===== src/include/asp_pkg.sv =====
// Package with register map, field layout and reset values for ASK slope / PA block config
package asp_pkg;
	// Offsets are register indices; byte address is four times the index
	localparam logic [7:0] REG_IDX_SLOPE_LOW  = 8'h19;
	localparam logic [7:0] REG_IDX_PA_SLOPE_HI = 8'h1A;
	localparam logic [7:0] REG_IDX_STATUS     = 8'h1D;

	localparam int DIV_W     = 10;
	localparam int LOW_W     = 8;
	localparam int HI_W      = 2;
	localparam int PA_W      = 3;
	localparam int SEL_A_LSB = 2;
	localparam int SEL_B_LSB = 5;
	localparam int STEP_W    = 4;

	// Reset value: bit 7 of low byte set, all else clear
	localparam logic [7:0] RST_SLOPE_LOW   = 8'h80;
	localparam logic [7:0] RST_PA_SLOPE_HI = 8'h00;

	typedef enum logic {
		ASP_IDLE,
		ASP_RAMP
	} asp_state_e;

	typedef struct packed {
		logic [7:0]        slope_low;
		logic [7:0]        pa_slope_hi;
		logic [DIV_W-1:0]  div_cnt;
		logic              tick;
		logic [STEP_W-1:0] step;
		logic              level;
		logic              rd_valid;
		logic [31:0]       rd_data;
		asp_state_e        state;
	} asp_state_s;
endpackage : asp_pkg


===== src/asp_block.sv =====
// ASK slope divider and PA block selection register bank with Avalon-MM slave
// Summary of operation
// [RQ1] Divider low eight bits live in bits 7:0 of first shaping register
// [RQ2] Divider bits 9:8 live in bits 1:0 of PA configuration register
// [RQ3] Divider divides by programmed value plus one, range 1 to 1024
// [RQ4] Divided clock paces PA stage switching, setting keying slope
// [RQ5] Each select bit enables its PA block; bit n controls block n
// [RQ6] Combined ten-bit value sets shaping clock frequency
// [RQ7] Reloading counter emits one tick per expiry, advancing stage sequence
`timescale 1ns/1ps
`default_nettype none
module asp_block #(
	parameter int STEPS = 12
) (
	input  wire logic        ref_clk_i,
	input  wire logic        rst_n_i,
	input  wire logic [7:0]  avs_address_i,
	input  wire logic        avs_read_i,
	input  wire logic        avs_write_i,
	input  wire logic [31:0] avs_writedata_i,
	input  wire logic [3:0]  avs_byteenable_i,
	output logic [31:0]      avs_readdata_o,
	output logic             avs_waitrequest_o,
	input  wire logic        ask_data_i,
	output logic [2:0]       pa_block_en_a_o,
	output logic [2:0]       pa_block_en_b_o,
	output logic             slope_tick_o,
	output logic [3:0]       pa_stage_step_o
);
	// Notes for the next engineer:
	// The two configuration registers are kept readable so software can
	// check what it programmed; a status word at its own index shows the
	// ratio low byte, the ramp activity, the current step and the level.
	// The divider counter runs free from reset. A new ratio is only picked
	// up at the next reload, so a change of ratio never cuts a period short
	// and never produces a runt tick. The cost is up to one old period of
	// latency before the new slope is in force.
	// Writing the ratio takes two bus writes; between them the counter may
	// reload once from a half-updated ratio. Software that cares should
	// write the low byte first and the high byte last.
	// The keying input is asynchronous; it passes three flops and a new
	// level is accepted only once the last two agree, which rejects a
	// single-cycle glitch on the pin.

	// Registered state and its next value
	asp_pkg::asp_state_s       st_r;
	asp_pkg::asp_state_s       st_nxt;
	// Assembled divider ratio
	logic [asp_pkg::DIV_W-1:0] ratio;
	// Bus decode
	logic [5:0]                word_idx;
	logic                      hit;
	logic                      wr_low;
	logic                      wr_high;
	logic                      rd_start;
	// Read-only status word, assembled from registered state
	logic [31:0]               status_word;
	logic                      ramp_active;
	// Per-bit PA block enables
	logic [asp_pkg::PA_W-1:0]  en_a;
	logic [asp_pkg::PA_W-1:0]  en_b;
	// Keying input synchroniser chain
	logic                      ask_s1_r;
	logic                      ask_s2_r;
	logic                      ask_s3_r;
	logic                      ask_lvl_r;

	// Pin input through three flops; change accepted when last two agree
	always_ff @(posedge ref_clk_i or negedge rst_n_i) begin
		if (!rst_n_i) begin
			ask_s1_r  <= 1'b0;
			ask_s2_r  <= 1'b0;
			ask_s3_r  <= 1'b0;
			ask_lvl_r <= 1'b0;
		end else begin
			ask_s1_r <= ask_data_i;
			ask_s2_r <= ask_s1_r;
			ask_s3_r <= ask_s2_r;
			if (ask_s2_r == ask_s3_r) begin
				ask_lvl_r <= ask_s3_r;
			end
		end
	end

	// [RQ1] [RQ2] ratio assembly
	assign ratio = {st_r.pa_slope_hi[asp_pkg::HI_W-1:0], st_r.slope_low};

	// Word address from byte address; low two bits ignored
	assign word_idx = avs_address_i[7:2];
	// Only the low byte lane carries write data; reads ignore byte enables
	assign hit = avs_byteenable_i[0];

	// Write strobes per register; a write never waits, so it lands at once
	assign wr_low  = avs_write_i && hit && (word_idx == asp_pkg::REG_IDX_SLOPE_LOW[5:0]);
	assign wr_high = avs_write_i && hit && (word_idx == asp_pkg::REG_IDX_PA_SLOPE_HI[5:0]);
	// A read is started once; the second cycle only hands out the data
	assign rd_start = avs_read_i && !st_r.rd_valid;

	// Status word: level at 13, step at 12:9, ramp at 8, ratio low byte
	assign ramp_active = (st_r.state == asp_pkg::ASP_RAMP);
	assign status_word = {18'h00000,
		st_r.level,
		st_r.step,
		ramp_active,
		ratio[7:0]};

	always_comb begin
		st_nxt = st_r;
		st_nxt.tick = 1'b0;
		st_nxt.rd_valid = 1'b0;
		// [RQ1] low ratio byte
		if (wr_low) begin
			st_nxt.slope_low = avs_writedata_i[7:0];
		end
		// [RQ2] [RQ5] high ratio bits and selections
		if (wr_high) begin
			st_nxt.pa_slope_hi = avs_writedata_i[7:0];
		end
		// Reads answer one cycle later; unmapped returns zero
		if (rd_start) begin
			st_nxt.rd_valid = 1'b1;
			unique case (word_idx)
				asp_pkg::REG_IDX_SLOPE_LOW[5:0]: begin
					st_nxt.rd_data = {24'h000000, st_r.slope_low};
				end
				asp_pkg::REG_IDX_PA_SLOPE_HI[5:0]: begin
					st_nxt.rd_data = {24'h000000, st_r.pa_slope_hi};
				end
				asp_pkg::REG_IDX_STATUS[5:0]: begin
					st_nxt.rd_data = status_word;
				end
				default: begin
					st_nxt.rd_data = 32'h00000000;
				end
			endcase
		end
		// [RQ3] [RQ6] [RQ7] reload counter: expiry every ratio+1 cycles
		if (st_r.div_cnt == '0) begin
			st_nxt.div_cnt = ratio;
			st_nxt.tick = 1'b1;
		end else begin
			st_nxt.div_cnt = st_r.div_cnt - 1'b1;
		end
		// [RQ4] ticks step the PA stage ramp toward the keyed level
		// A level change during a ramp waits until that ramp has finished,
		// so the stages never reverse direction in mid-slope.
		unique case (st_r.state)
			asp_pkg::ASP_IDLE: begin
				// Start a ramp on a new synchronised keying level
				if (ask_lvl_r != st_r.level) begin
					st_nxt.state = asp_pkg::ASP_RAMP;
					st_nxt.level = ask_lvl_r;
				end
			end
			asp_pkg::ASP_RAMP: begin
				// One stage per shaping tick; stop at either end
				if (st_nxt.tick) begin
					if (st_r.level && st_r.step != STEPS[asp_pkg::STEP_W-1:0]) begin
						st_nxt.step = st_r.step + 1'b1;
					end else if (!st_r.level && st_r.step != '0) begin
						st_nxt.step = st_r.step - 1'b1;
					end else begin
						st_nxt.state = asp_pkg::ASP_IDLE;
					end
				end
			end
		endcase
	end

	// State register; reset loads only constants
	always_ff @(posedge ref_clk_i or negedge rst_n_i) begin
		if (!rst_n_i) begin
			st_r <= '{
				slope_low:   asp_pkg::RST_SLOPE_LOW,
				pa_slope_hi: asp_pkg::RST_PA_SLOPE_HI,
				div_cnt:     '0,
				tick:        1'b0,
				step:        '0,
				level:       1'b0,
				rd_valid:    1'b0,
				rd_data:     '0,
				state:       asp_pkg::ASP_IDLE
			};
		end else begin
			st_r <= st_nxt;
		end
	end

	// Write never waits; read waits one cycle for the registered data
	assign avs_waitrequest_o = avs_read_i && !st_r.rd_valid;
	assign avs_readdata_o    = st_r.rd_data;
	// [RQ5] bit n enables block n
	for (genvar g = 0; g < asp_pkg::PA_W; g++) begin : g_pa_en
		assign en_a[g] = st_r.pa_slope_hi[asp_pkg::SEL_A_LSB + g];
		assign en_b[g] = st_r.pa_slope_hi[asp_pkg::SEL_B_LSB + g];
	end
	// Enables come straight from registered fields, so they never glitch
	assign pa_block_en_a_o = en_a;
	assign pa_block_en_b_o = en_b;
	assign slope_tick_o    = st_r.tick;
	assign pa_stage_step_o = st_r.step;
endmodule : asp_block
`default_nettype wire


===== config.mk =====
export PLATFORM = sky130hd
export DESIGN_NAME = asp_block
export DESIGN_NICKNAME = d
export VERILOG_FILES = /design/src/include/asp_pkg.sv /design/src/asp_block.sv
export SDC_FILE = /design/constraint.sdc
export NUM_CORES = 1
export LEC_CHECK = 0
export ABC_CLOCK_PERIOD_IN_PS = 2300
export BUFFER_PORTS_ARGS = -buffer_cell sky130_fd_sc_hd__buf_2
export CAP_MARGIN = 20
export CORE_MARGIN = 2
export CORE_UTILIZATION = 40
export DETAILED_ROUTE_END_ITERATION = 10
export PLACE_DENSITY_LB_ADDON = 0.3
export SYNTH_ARGS = -nofsm -noshare
export SYNTH_HDL_FRONTEND = slang
export SYNTH_SLANG_ARGS = --single-unit

===== constraint.sdc =====
create_clock -name ref_clk_i -period 2.3 [get_ports ref_clk_i]
set_input_delay 0.46 -clock ref_clk_i [delete_from_list [all_inputs] [get_ports ref_clk_i]]
set_output_delay 0.46 -clock ref_clk_i [all_outputs]
set_load 0.02 [all_outputs]

* After elaboration in Yosys (flattened, before gate mapping)
Cells that the tools add are included.
** Operators by class
- Add/sub/neg operators :: 3
- Equal/unequal tests :: 6
- Muxes and demuxes :: 11
- Bitwise gates (word level) :: 1
- Reductions and logical operators :: 13
** Operator list (number)
- $pmux W14 S3 :: 1
- $mux W33 :: 1
- $eq A6 B5 Y1 const B :: 3
- $logic_not A10 Y1 :: 1
- $mux W10 :: 1
- $sub A10 B1 Y10 const B :: 1
- $mux W4 :: 2
- $logic_and A1 B1 Y1 :: 6
- $mux W1 :: 5
- $add A4 B1 Y4 const B :: 1
- $ne A4 B4 Y1 const B :: 1
- $reduce_bool A4 Y1 :: 1
- $sub A4 B1 Y4 const B :: 1
- $reduce_and A3 Y1 :: 1
- $logic_not A1 Y1 :: 2
- $pmux W1 S2 :: 1
- $reduce_and A2 Y1 :: 1
- $reduce_bool A2 Y1 :: 1
- $eq A1 B1 Y1 :: 1
- $ne A1 B1 Y1 :: 1
- $not A1 Y1 :: 1
** Word-level totals
- Flip-flop bits (word level) :: 70
- Input port bits :: 49
- Word-level logic and storage cells :: 47

* Logic depth before layout (Yosys ltp)
Gate-level depths: netlist (run 1).
- Depth after elaboration :: 6
- Mapped depth :: 8
- Gate-level depth less buffers :: 7

* Worst setup path after synthesis (run 1)
Ideal clock, no wire load.
- Kind :: register -> register
- From :: reg st_r[40] (netlist bit)
- To :: reg st_r (netlist bit pa_stage_step_o[1])
- Library setup time :: 0.128 ns
- Arrival :: 1.885 ns
- Required time :: 2.172 ns
- Slack :: 0.287 ns
- Cell stages (with the launch flop) :: 8
- Buffers on the path :: 1
- Period minus slack after synthesis :: 2.013 ns
- Cells stage by stage :: dfrtp_1 inv_1 ha_1 or4b_1 buf_2 nor3b_4 nand3_2 mux2_1
** Between the ends
- Longest elaborated chain between the ends :: 3
** RTL lines
- start: declaration :: line asp_block.sv:46 : asp_pkg::asp_state_s st_r;
- start signal: assignment :: line asp_block.sv:173 : st_r <= '{
- start signal: assignment :: line asp_block.sv:185 : st_r <= st_nxt;
- $logic_not A10 Y1 :: line asp_block.sv:138 : if (st_r.div_cnt == '0) begin
- $mux W1 :: line asp_block.sv:138
- $reduce_and A3 Y1 (no source line)
No other way between the ends.
A chain may end at the register's enable or synchronous reset.

* Final worst setup path (run 1)
Ends and elaborated chain as after synthesis.

==> key figures, run 1 <==
Logic synthesis
  – Post-synthesis mux area share: 9.15%
  – Synth Area per Inst: 11.0 sq um
  – Largest family of logic cells by synthesized area: buffers and inverters
  – Sequential area share after synthesis: 50.4%
  – #FFs+latches synth: 52
  – Synth Area in XOR/XNOR: 2.37%
  – Synth unique cells: 41
  – Post-synth ARST share: 100%
  – Adder-cell share of the synthesized area: 2.61%
  – Simple-gate share of the synthesized area: 12.4%
  – Gate Count Post-Synth: 236
  – Top-area cell type share of the netlist area: 49.4%
  – Synth area leaders: dfrtp_1 49%, buf_4 12%, mux2_2 8.3%
  – Main flop type after synthesis: dfrtp_1
  – Post-synth EDFFs: 0
  – Post-Syn Area: 2580 sq um
  – Yosys top cell by area: dfrtp_1
  – Compound-gate portion of the synthesized area: 8.66%
  – YS warnings: 0

Floorplan
  – Die height: 84.4 um
  – Die span in x: 84.4 um
  – FP Rows: 29
  – I/O Pins: 93
  – Initial Util: 40.9%
  – Core Box Area: 6310 sq um
  – Die area: 7120 sq um

Final layout
  – Most common cell after layout, fill and taps aside: dfrtp_1
  – Cell area after layout: 2820 sq um
  – Sequential Area: 1300 sq um
  – Area Overhead vs Synth: 9.20%
  – Multi-input gate area: 977 sq um
  – Nets: 323
  – Fill cell count: 620
  – # diodes: 0
  – Ratio of cells with drive above 1 in the final layout: 33.2%
  – Core Util, Final: 44.7%
  – Most frequent cells in the layout: 51 x dfrtp_1, 45 x buf_2, 23 x nor2_1
  – Final cell count without fillers: 348

Timing
  – Tmin final: 2.11 ns
  – Setup TNS: 0 ns
  – Endpoints failing hold: 0
  – Max Clock Skew: 0.00265 ns
  – Hold_ws: 0.256 ns
  – Tcrit/Tclk final: 91.6%
  – Maximum clock rate: 474 MHz
  – Final setup fails: 0
  – Final setup margin: 0.192 ns
  – Worst slew pin tran: 0.671 ns
  – Max Slew Vio Count: 0
  – Slew margin rel.: 55.3%
  – RSZ-0062 raised after global routing: no

Critical path
  – CP cell instances: inv_1, ha_1, or4b_1, nor3b_4, nand3_2, mux2_1
  – Largest stage delay, worst path: 0.52 ns
  – Critical Path RT: 2.49 ns
  – Critical path fanouts, max: 4
  – CP max-delay cell: or4b_1
  – CP Data Arrival Time: 2.30 ns
  – Crit Path Class: register to register
  – Setup crit end kind: register
  – Worst setup SP type: register

Drt
  – DRC viols: 0
  – Vias: 1,709
  – Wire per inst: 13.8 um
  – Vias per cell: 4.91
  – Final ANT Viol Nets: 0
  – Iteration-0 DRC Markers: 50
  – Routed WL: 4810 um
  – Pre-antenna DRT Iters: 4

Clock network
  – Setup bufs post-CTS: 0
  – Clk_lat worst skew: 0.30 ns
  – Cts repair resizes: 0
  – Htree depth: 2
  – Clock sinks: 52
  – Cts bufs inserted: 5
  – Deepest clock path buffer count: 2
  – Root buffer cell: clkbuf_8
  – Post-cts hold buffer count: 0
  – Clock Pin Slew Worst Setup and Hold Paths: 0.09 ns
  – CTS tree: yes

Power
  – PwrDens: 935 nW/um^2
  – Leakage: 1.42 nW
  – Total power: 2.64 mW
  – Worst ir drop on vdd: 0.486 mV

Outcome
  – Outcome: completed

Worst hold path
  – Min-delay worst type: input port to async pin

GRT
  – Vias in the first global route: 1,661
  – Largest net degree at the start of global routing: 53
  – Initial antenna violation count: 0
  – Total GRT Usage: 13.6%
  – Global-route wire length before repair: 7820 um
  – Overflow after GRT: 0

Place
  – Final Wtd Congestion: 0.783
  – Cells after DPL: 340
  – Port Buffer Count: 45
  – Placement Cell Area: 2730 sq um
  – Pre-CTS setup slack: 0.173 ns
  – Post-DP HPWL: 3470 um

Job
  – MaxCap Viol Count: 0
[cells in the mapped netlist (all sizes together) (2+ instances only)]
master	count
dfrtp	51
buf	46
nor2	23
mux2	21
nand2	18
o21ai	13
a221oi	8
inv	6
xnor2	5
a21oi	4
clkbuf	3
ha	3
nand2b	3
nor4	3
a31oi	2
and3	2
nand3	2
nor3	2
nor3b	2
o31ai	2
xor2	2
[final timing paths]
kind / startpoint / endpoint / slack, ns / cells after the start
setup / recovery: st_r[40] / pa_stage_step_o[1] / 0.19 / 6
hold / removal: rst_n_i / pa_stage_step_o[0] / 0.26 / 2
setup reg to reg: st_r[40] / pa_stage_step_o[1] / 0.19 / 6
hold reg to reg: ask_s1_r / ask_s2_r / 0.38 / 0
max in group asynchronous: rst_n_i / st_r[44] / 1.58 / 2
min in group ref_clk_i: ask_data_i / ask_s1_r / 0.27 / 1
[cells by family (layout without fill, tap and decap cells)]
| family | Yosys count | count (layout) |
|---|---|---|
| multiplexers | 21 | 21 |
| buffers and inverters | 55 | 73 |
| AO/OA/AOI/OAI | 34 | 34 |
| XOR/XNOR | 7 | 7 |
| flip-flops | 52 | 52 |
| adder cells (fa/ha/maj) | 5 | 5 |
| AND/OR/NAND/NOR | 61 | 61 |
| other | 1 | 18 |
[worst max-delay path: cells and delay by family, from the launching register on]
kind,cells,cell delay [ns]
adder cells (fa/ha/maj),1,0.20
flip-flops,1,0.40
multiplexers,1,0.34
buffers and inverters,1,0.08
AND/OR/NAND/NOR,3,0.98
[metal layers]
| metal | global-route usage, % | wire length [um] | vias up |
|---|---|---|---|
| met5 | 0 | 0 | - |
| met4 | 2.60 | 34 | 0 |
| met3 | 3.15 | 209 | 5 |
| met2 | 23.5 | 2420 | 40 |
| met1 | 17.7 | 2150 | 842 |
| li1 | - | - | 822 |
[area by class of cell]
cell class                      instances  area share, %
Sequential cell                        52           46.1
Clock buffer                            7           3.06
Tap cell                               77           3.41
Clock inverter                          1          0.266
Multi-Input combinational cell        146           34.6
Timing Repair Buffer                   59           11.7
Inverter                                6          0.798
[power by group]
| group | switching (mW) | internal (mW) |
|---|---|---|
| registers | 0.157 | 1.09 |
| logic | 0.467 | 0.386 |
| clock network | 0.293 | 0.245 |
[registers in the layout, summed over array words and instances, names as in the netlist]
| name | cells |
|---|---|
| ramp_active | 1 |
| pa_block_en_b_o | 3 |
| ratio | 10 |
| pa_stage_step_o | 4 |
| ask_s3_r | 1 |
| pa_block_en_a_o | 3 |
| ask_s2_r | 1 |
| slope_tick_o | 1 |
| ask_s1_r | 1 |
| ask_lvl_r | 1 |
| st_r | 12 |
| avs_readdata_o | 14 |
Note: power is estimated with default switching activity, not from simulation.
==> inputs of run 2 (changes only) <==
- CORE_UTILIZATION: 40 -> 49
==> key figures, run 2 (synthesis results as in run 1) <==
Timing
  – Tcrit/Tclk final: 92.4% (+0.78 points)
  – RSZ-0062 raised after global routing: no
  – Setup TNS: 0 ns (unchanged)
  – Final setup margin: 0.174 ns (-0.0178 ns)
  – Slew margin rel.: 64.6% (+9.3 points)
  – Endpoints failing hold: 0 (unchanged)
  – Worst slew pin tran: 0.531 ns (-0.140 ns)
  – Max Clock Skew: 0.00329 ns (+0.000635 ns)
  – Max Slew Vio Count: 0 (unchanged)
  – Final setup fails: 0 (unchanged)
  – Tmin final: 2.13 ns (+0.0178 ns)
  – Maximum clock rate: 470 MHz (-0.84%)

Critical path
  – Worst setup SP type: register
  – Largest stage delay, worst path: 0.47 ns (-0.05 ns)
  – Crit Path Class: register to register
  – CP max-delay cell: dfrtp_1
  – Reg-to-reg slack, setup: 0.17 ns (-0.02 ns)
  – Critical path fanouts, max: 7 (+3)
  – Buf/Inv on CP: 0 (-1)
  – Critical Path RT: 2.48 ns (about the same)
  – Crit path max-delay family: simple AND/OR/NAND/NOR gates
  – Setup crit end kind: register
  – CP Data Arrival Time: 2.31 ns (about the same)
  – FF-to-FF Start: pa_stage_step_o[2]
  – CP cell instances: nor4bb_1, nand2b_1, ha_1, a21oi_1, o211a_1, o2111ai_1, xnor2_1
  – Worst setup path start: pa_stage_step_o[2]

Drt
  – Met3 wire len: 191 um (-8.6%)
  – DRC viols: 0 (unchanged)
  – Vias per cell: 5.02 (+2.2%)
  – DR WL met2: 2300 um (-4.9%)
  – Wire per inst: 13.5 um (-2.3%)
  – Routed WL: 4590 um (-4.6%)
  – Vias: 1,707 (-0.12%)
  – Highest routed layer: met4
  – Iteration-0 DRC Markers: 84 (+68%)
  – Routed met1 length: 2050 um (-4.7%)
  – Final ANT Viol Nets: 0 (unchanged)
  – Pre-antenna DRT Iters: 4 (unchanged)

Floorplan
  – Die area: 5870 sq um (-18%)
  – Initial Util: 50.6% (+9.7 points)
  – Die span in x: 76.6 um (-9.2%)
  – Core Box Area: 5110 sq um (-19%)
  – I/O Pins: 93 (unchanged)
  – Die height: 76.6 um (-9.2%)
  – FP Rows: 26 (-10%)

Power
  – PwrDens: 930 nW/um^2 (-0.47%)
  – Internal: 1.71 mW (-0.43%)
  – Sw power: 0.905 mW (-1.3%)
  – Switching share of power: 34.5% (-0.20 points)
  – Worst ir drop on vdd: 0.479 mV (-1.4%)
  – Logic gate share of total power: 31.9% (-0.4 points)
  – Leakage: 1.42 nW (about the same)
  – Clock Power Share: 19.9% (-0.5 points)
  – Total power: 2.62 mW (-0.73%)
  – Sequential power share: 48.2% (+0.9 points)

Clock network
  – Clk_lat worst skew: 0.30 ns (about the same)
  – Cts bufs inserted: 5 (unchanged)
  – Htree depth: 2 (unchanged)
  – Root buffer cell: clkbuf_8
  – Clock Pin Slew Worst Setup and Hold Paths: 0.09 ns (about the same)
  – Post-cts hold buffer count: 0 (unchanged)
  – Clock sinks: 52 (unchanged)
  – Deepest clock path buffer count: 2 (unchanged)
  – Setup bufs post-CTS: 0 (unchanged)
  – CTS tree: yes
  – Cts repair resizes: 0 (unchanged)

Worst hold path
  – Min-delay worst type: input port to async pin

GRT
  – Largest net degree at the start of global routing: 31 (-42%)
  – Overflow after GRT: 0 (unchanged)
  – Vias in the first global route: 1,702 (+2.5%)
  – Total GRT Usage: 16.9% (+3.3 points)
  – Initial antenna violation count: 0 (unchanged)
  – Global-route wire length before repair: 7820 um (unchanged)

Place
  – Port Buffer Count: 45 (unchanged)
  – Final Wtd Congestion: 0.802 (+2.5%)
  – Post-DP HPWL: 3370 um (-3.1%)
  – Placement Cell Area: 2730 sq um (-0.14%)
  – Pre-CTS setup slack: 0.199 ns (+0.0262 ns)

Final layout
  – Max reg flops: 14 (unchanged)
  – # diodes: 0 (unchanged)
  – Area Overhead vs Synth: 8.91%
  – Core Util, Final: 55.1% (+10 points)
  – Multi-input gate area: 977 sq um (unchanged)
  – Cell area after layout: 2820 sq um (-0.27%)
  – Most frequent cells in the layout: 51 x dfrtp_1, 45 x buf_2, 23 x nor2_1
  – Fill cell count: 467 (-25%)
  – Sequential Area: 1300 sq um (unchanged)
  – Nets: 322 (-0.31%)
  – Ratio of cells with drive above 1 in the final layout: 32.6% (-0.62 points)
  – Most common cell after layout, fill and taps aside: dfrtp_1

Outcome
  – Outcome: completed

Job
  – MaxCap Viol Count: 0 (unchanged)
run 2: layer usage:
layer | vias to the layer above | global-route usage (%)
met5 | - | 0
met4 | 0 | 4.91
met3 | 6 | 4.50
met2 | 41 | 29.3
met1 | 846 | 20.7
li1 | 814 | -
run 2: cell type report:
cell class / count / area share, %
repair buffers: 58 / 11.9
multi-input cells: 146 / 34.7
flip-flops and latches: 52 / 46.3
inverters: 6 / 0.800
clock buffers: 8 / 3.20
well taps: 70 / 3.11
run 2: worst register-to-register path: cells and delay by family (launching register included):
| family | cells | cell delay (ns) |
|---|---|---|
| DFF | 1 | 0.47 |
| adders and majority gates | 1 | 0.28 |
| and+or+nand+nor | 2 | 0.56 |
| xor gates and xnor gates | 1 | 0.18 |
| AOI/OAI and AO/OA | 3 | 0.52 |
run 2: path summary, 6_finish.rpt:
path,end,depth (start not counted)
min in group ref_clk_i,ask_s1_r,1
hold reg to reg,ask_s2_r,0
hold / removal,ask_s2_r,1
setup / recovery,pa_stage_step_o[3],7
max in group asynchronous,ratio[7],2
setup reg to reg,pa_stage_step_o[3],7
run 2: stage by stage:
stage / cells / hold WS, ns
final: 340 / 0.130
after global routing: 340 / 0.148
after CTS: 340 / 0.135
after detailed placement: 332 / 0.336
after global placement: 332 / 0.334
after floorplan: 253 / 0.164
run 2: power groups by stage:
stage	registers, mW	logic [mW]	clock network (mW)
after floorplan	1.26	0.671	0
after global placement	1.27	0.813	0
after detailed placement	1.28	0.842	0
after CTS	1.26	0.847	0.543
after global routing	1.29	0.944	0.580
final	1.26	0.834	0.522
==> inputs of run 3 (changes only) <==
- ABC_AREA: unset -> 1
- ABC_CLOCK_PERIOD_IN_PS: 2300 -> 2500
- CORE_UTILIZATION: 49 -> 54
- clock period: 2.3 -> 2.5 ns (I/O delays scaled with it)
==> key figures, run 3 <==
Outcome
  – Outcome: completed

Logic synthesis
  – Synth unique cells: 27 (-34%)
  – Post-synth EDFFs: 0 (unchanged)
  – Main flop type after synthesis: dfrtp_1
  – Post-Syn Area: 2750 sq um (+6.5%)
  – Top-area cell type share of the netlist area: 46.3% (-3.0 points)
  – Commonest cells post-synth: 92 x nand2_1, 51 x dfrtp_1, 43 x buf_4
  – Synth Area per Inst: 8.15 sq um (-26%)
  – Yosys top cell by area: dfrtp_1
  – #FFs+latches synth: 52 (unchanged)
  – Sequential area share after synthesis: 47.3% (-3.1 points)
  – Synth area leaders: dfrtp_1 46%, nand2_1 13%, buf_4 12%
  – Gate Count Post-Synth: 338 (+43%)
  – Post-synth ARST share: 100% (unchanged)
  – YS warnings: 0 (unchanged)
  – Top-count cell post-synth: nand2_1

Critical path
  – Crit Path Class: register to register
  – Reg-to-reg slack, setup: 0.66 ns (+0.49 ns)
  – FF-to-FF path depth: 12 (+5)
  – Critical R2R Capture: pa_stage_step_o[3]
  – Worst setup SP type: register
  – CP max-delay cell: dfrtp_1
  – Largest stage delay, worst path: 0.48 ns (about the same)
  – Crit path capture: pa_stage_step_o[3]
  – Worst setup path start: pa_stage_step_o[1]
  – Critical path fanouts, max: 6 (-1)
  – CP Data Arrival Time: 2.05 ns (-0.26 ns)
  – CP cell instances: nor2_1, nand2_1, nand2_1, ha_1, nand2_1, nand2_1, nor2_1, inv_1, nand2_1, nand2_1, nand2_1, nand2_1
  – Setup crit end kind: register
  – Critical Path RT: 2.71 ns (+0.23 ns)
  – FF-to-FF Start: pa_stage_step_o[1]
  – Most frequent CP cell: nand2_1

Timing
  – Maximum clock rate: 543 MHz (+16%)
  – RSZ-0062 raised after global routing: no
  – Max Clock Skew: 0.00793 ns (+0.00464 ns)
  – Final setup fails: 0 (unchanged)
  – Tmin final: 1.84 ns (-0.286 ns)
  – Max Slew Vio Count: 0 (unchanged)
  – Endpoints failing hold: 0 (unchanged)
  – Setup TNS: 0 ns (unchanged)
  – Tcrit/Tclk final: 73.6% (-19 points)

Final layout
  – Nets: 417 (+30%)
  – Max reg flops: 14 (unchanged)
  – Most common cell after layout, fill and taps aside: nand2_1
  – Most frequent cells in the layout: 92 x nand2_1, 51 x dfrtp_1, 45 x buf_2
  – Final cell count without fillers: 432 (+27%)
  – Fill cell count: 457 (-2.1%)
  – Core Util, Final: 61.1% (+5.9 points)
  – Cell area after layout: 2940 sq um (+4.5%)
  – Area Overhead vs Synth: 6.82%
  – # diodes: 0 (unchanged)
  – Ratio of cells with drive above 1 in the final layout: 18.4% (-14 points)

Floorplan
  – FP Rows: 25 (-3.8%)
  – Initial Util: 57.2% (+6.6 points)
  – I/O Pins: 93 (unchanged)
  – Die area: 5690 sq um (-3.2%)
  – Die height: 75.4 um (-1.6%)
  – Core Box Area: 4820 sq um (-5.7%)
  – Die span in x: 75.4 um (-1.6%)

GRT
  – Met3 Use GR: 3.97% (-0.53 points)
  – Total GRT Usage: 20.6% (+3.7 points)
  – Vias in the first global route: 1,848 (+8.6%)
  – Initial antenna violation count: 0 (unchanged)
  – Met1 usage: 28.6% (+7.9 points)
  – Global-route wire length before repair: 8690 um (+11%)
  – Routing usage on met2: 31.6% (+2.3 points)
  – Most Crowded Layer GR: met2
  – Largest net degree at the start of global routing: 21 (-32%)
  – Overflow after GRT: 0 (unchanged)

Clock network
  – Root buffer cell: clkbuf_8
  – Htree depth: 2 (unchanged)
  – Clk_lat worst skew: 0.31 ns (about the same)
  – Clock sinks: 52 (unchanged)
  – Deepest clock path buffer count: 2 (unchanged)
  – Clock Pin Slew Worst Setup and Hold Paths: 0.09 ns (about the same)
  – Cts repair resizes: 0 (unchanged)
  – Setup bufs post-CTS: 0 (unchanged)
  – CTS tree: yes
  – Cts bufs inserted: 5 (unchanged)
  – Post-cts hold buffer count: 0 (unchanged)

Power
  – PwrDens: 702 nW/um^2 (-25%)
  – Total power: 2.06 mW (-21%)
  – Leakage: 1.67 nW (+18%)
  – Worst ir drop on vdd: 0.344 mV (-28%)

Drt
  – Final ANT Viol Nets: 0 (unchanged)
  – Iteration-0 DRC Markers: 96 (+14%)
  – Pre-antenna DRT Iters: 4 (unchanged)
  – DRC viols: 0 (unchanged)
  – Vias: 2,132 (+25%)
  – Wire per inst: 12.5 um (-7.6%)
  – Vias per cell: 4.94 (-1.7%)
  – Routed WL: 5390 um (+17%)

Job
  – MaxCap Viol Count: 0 (unchanged)

Worst hold path
  – Min-delay worst type: input port to async pin

Place
  – Post-DP HPWL: 3890 um (+16%)
  – Placement Cell Area: 2820 sq um (+3.3%)
  – Cells after DPL: 424 (+28%)
  – Port Buffer Count: 45 (unchanged)
  – Final Wtd Congestion: 0.791 (-1.4%)
[run 3: changes by cell type after synthesis, moves of 3 or more]
cell / change
xnor2_1: -4
nor4_1: -3
a21oi_1: +5
inv_1: +32
mux2_2: -19
o21ai_0: +14
a221oi_1: -8
nand2b_1: -3
nand2_1: +74
nand3_1: +25
[run 3: cell type report]
cell class	instances	area, sq um	area share [%]
well taps	67	83.8	2.85
inverters	38	143	4.85
clock buffers	7	96.3	3.28
clock inverters	1	30.0	1.02
multi-input cells	216	1020	34.5
flip-flops and latches	52	1300	44.3
repair buffers	51	270	9.19
[run 3: stage by stage]
step	setup WS [ns]	hold slack [ns]
CTS	0.659	0.102
finish	0.660	0.103
detailed placement	0.678	0.336
global route	0.437	0.111
floorplan	0.785	0.204
global placement	0.726	0.333
[run 3: cells by family (layout without fill, tap and decap cells)]
logic type      Yosys count  count (layout)  share of synthesized area [%]
flops                    52              52                           47.3
fa+ha+maj                 5               5                           2.45
compound gates           39              39                           7.45
buf+inv                  87              97                           18.1
other cells               1              18                          0.136
simple gates            150             150                           23.3
xor+xnor                  4               4                           1.27
[run 3: critical path: cells and delay by family, from the launching register on]
family,cells,cell delay [ns]
DFF,1,0.48
and+or+nand+nor,10,0.90
adders and majority gates,1,0.30
buffers and inverters,1,0.05
[run 3: how the worst min path moves through the flow]
stage	end	cells after the start	start	slack, ns
2_1_floorplan	ask_lvl_r	0	rst_n_i	0.20
3_3_place_gp	ask_s2_r	0	ask_s1_r	0.33
3_5_place_dp	ask_s2_r	0	ask_s1_r	0.34
4_1_cts	st_r[34]	1	rst_n_i	0.10
5_1_grt	st_r[34]	1	rst_n_i	0.11
6_report	st_r[34]	1	rst_n_i	0.10
[run 3: metal layers]
layer  wire (um)  vias up
met5           0        -
met4          79        0
met3         368        6
met2        2590       75
met1        2350     1003
li1            -     1048
[run 3: power breakdown]
part | switching (mW) | internal (mW)
clock network | 0.277 | 0.353
logic | 0.273 | 0.141
registers | 0.0739 | 0.946
total | 0.624 | 1.44
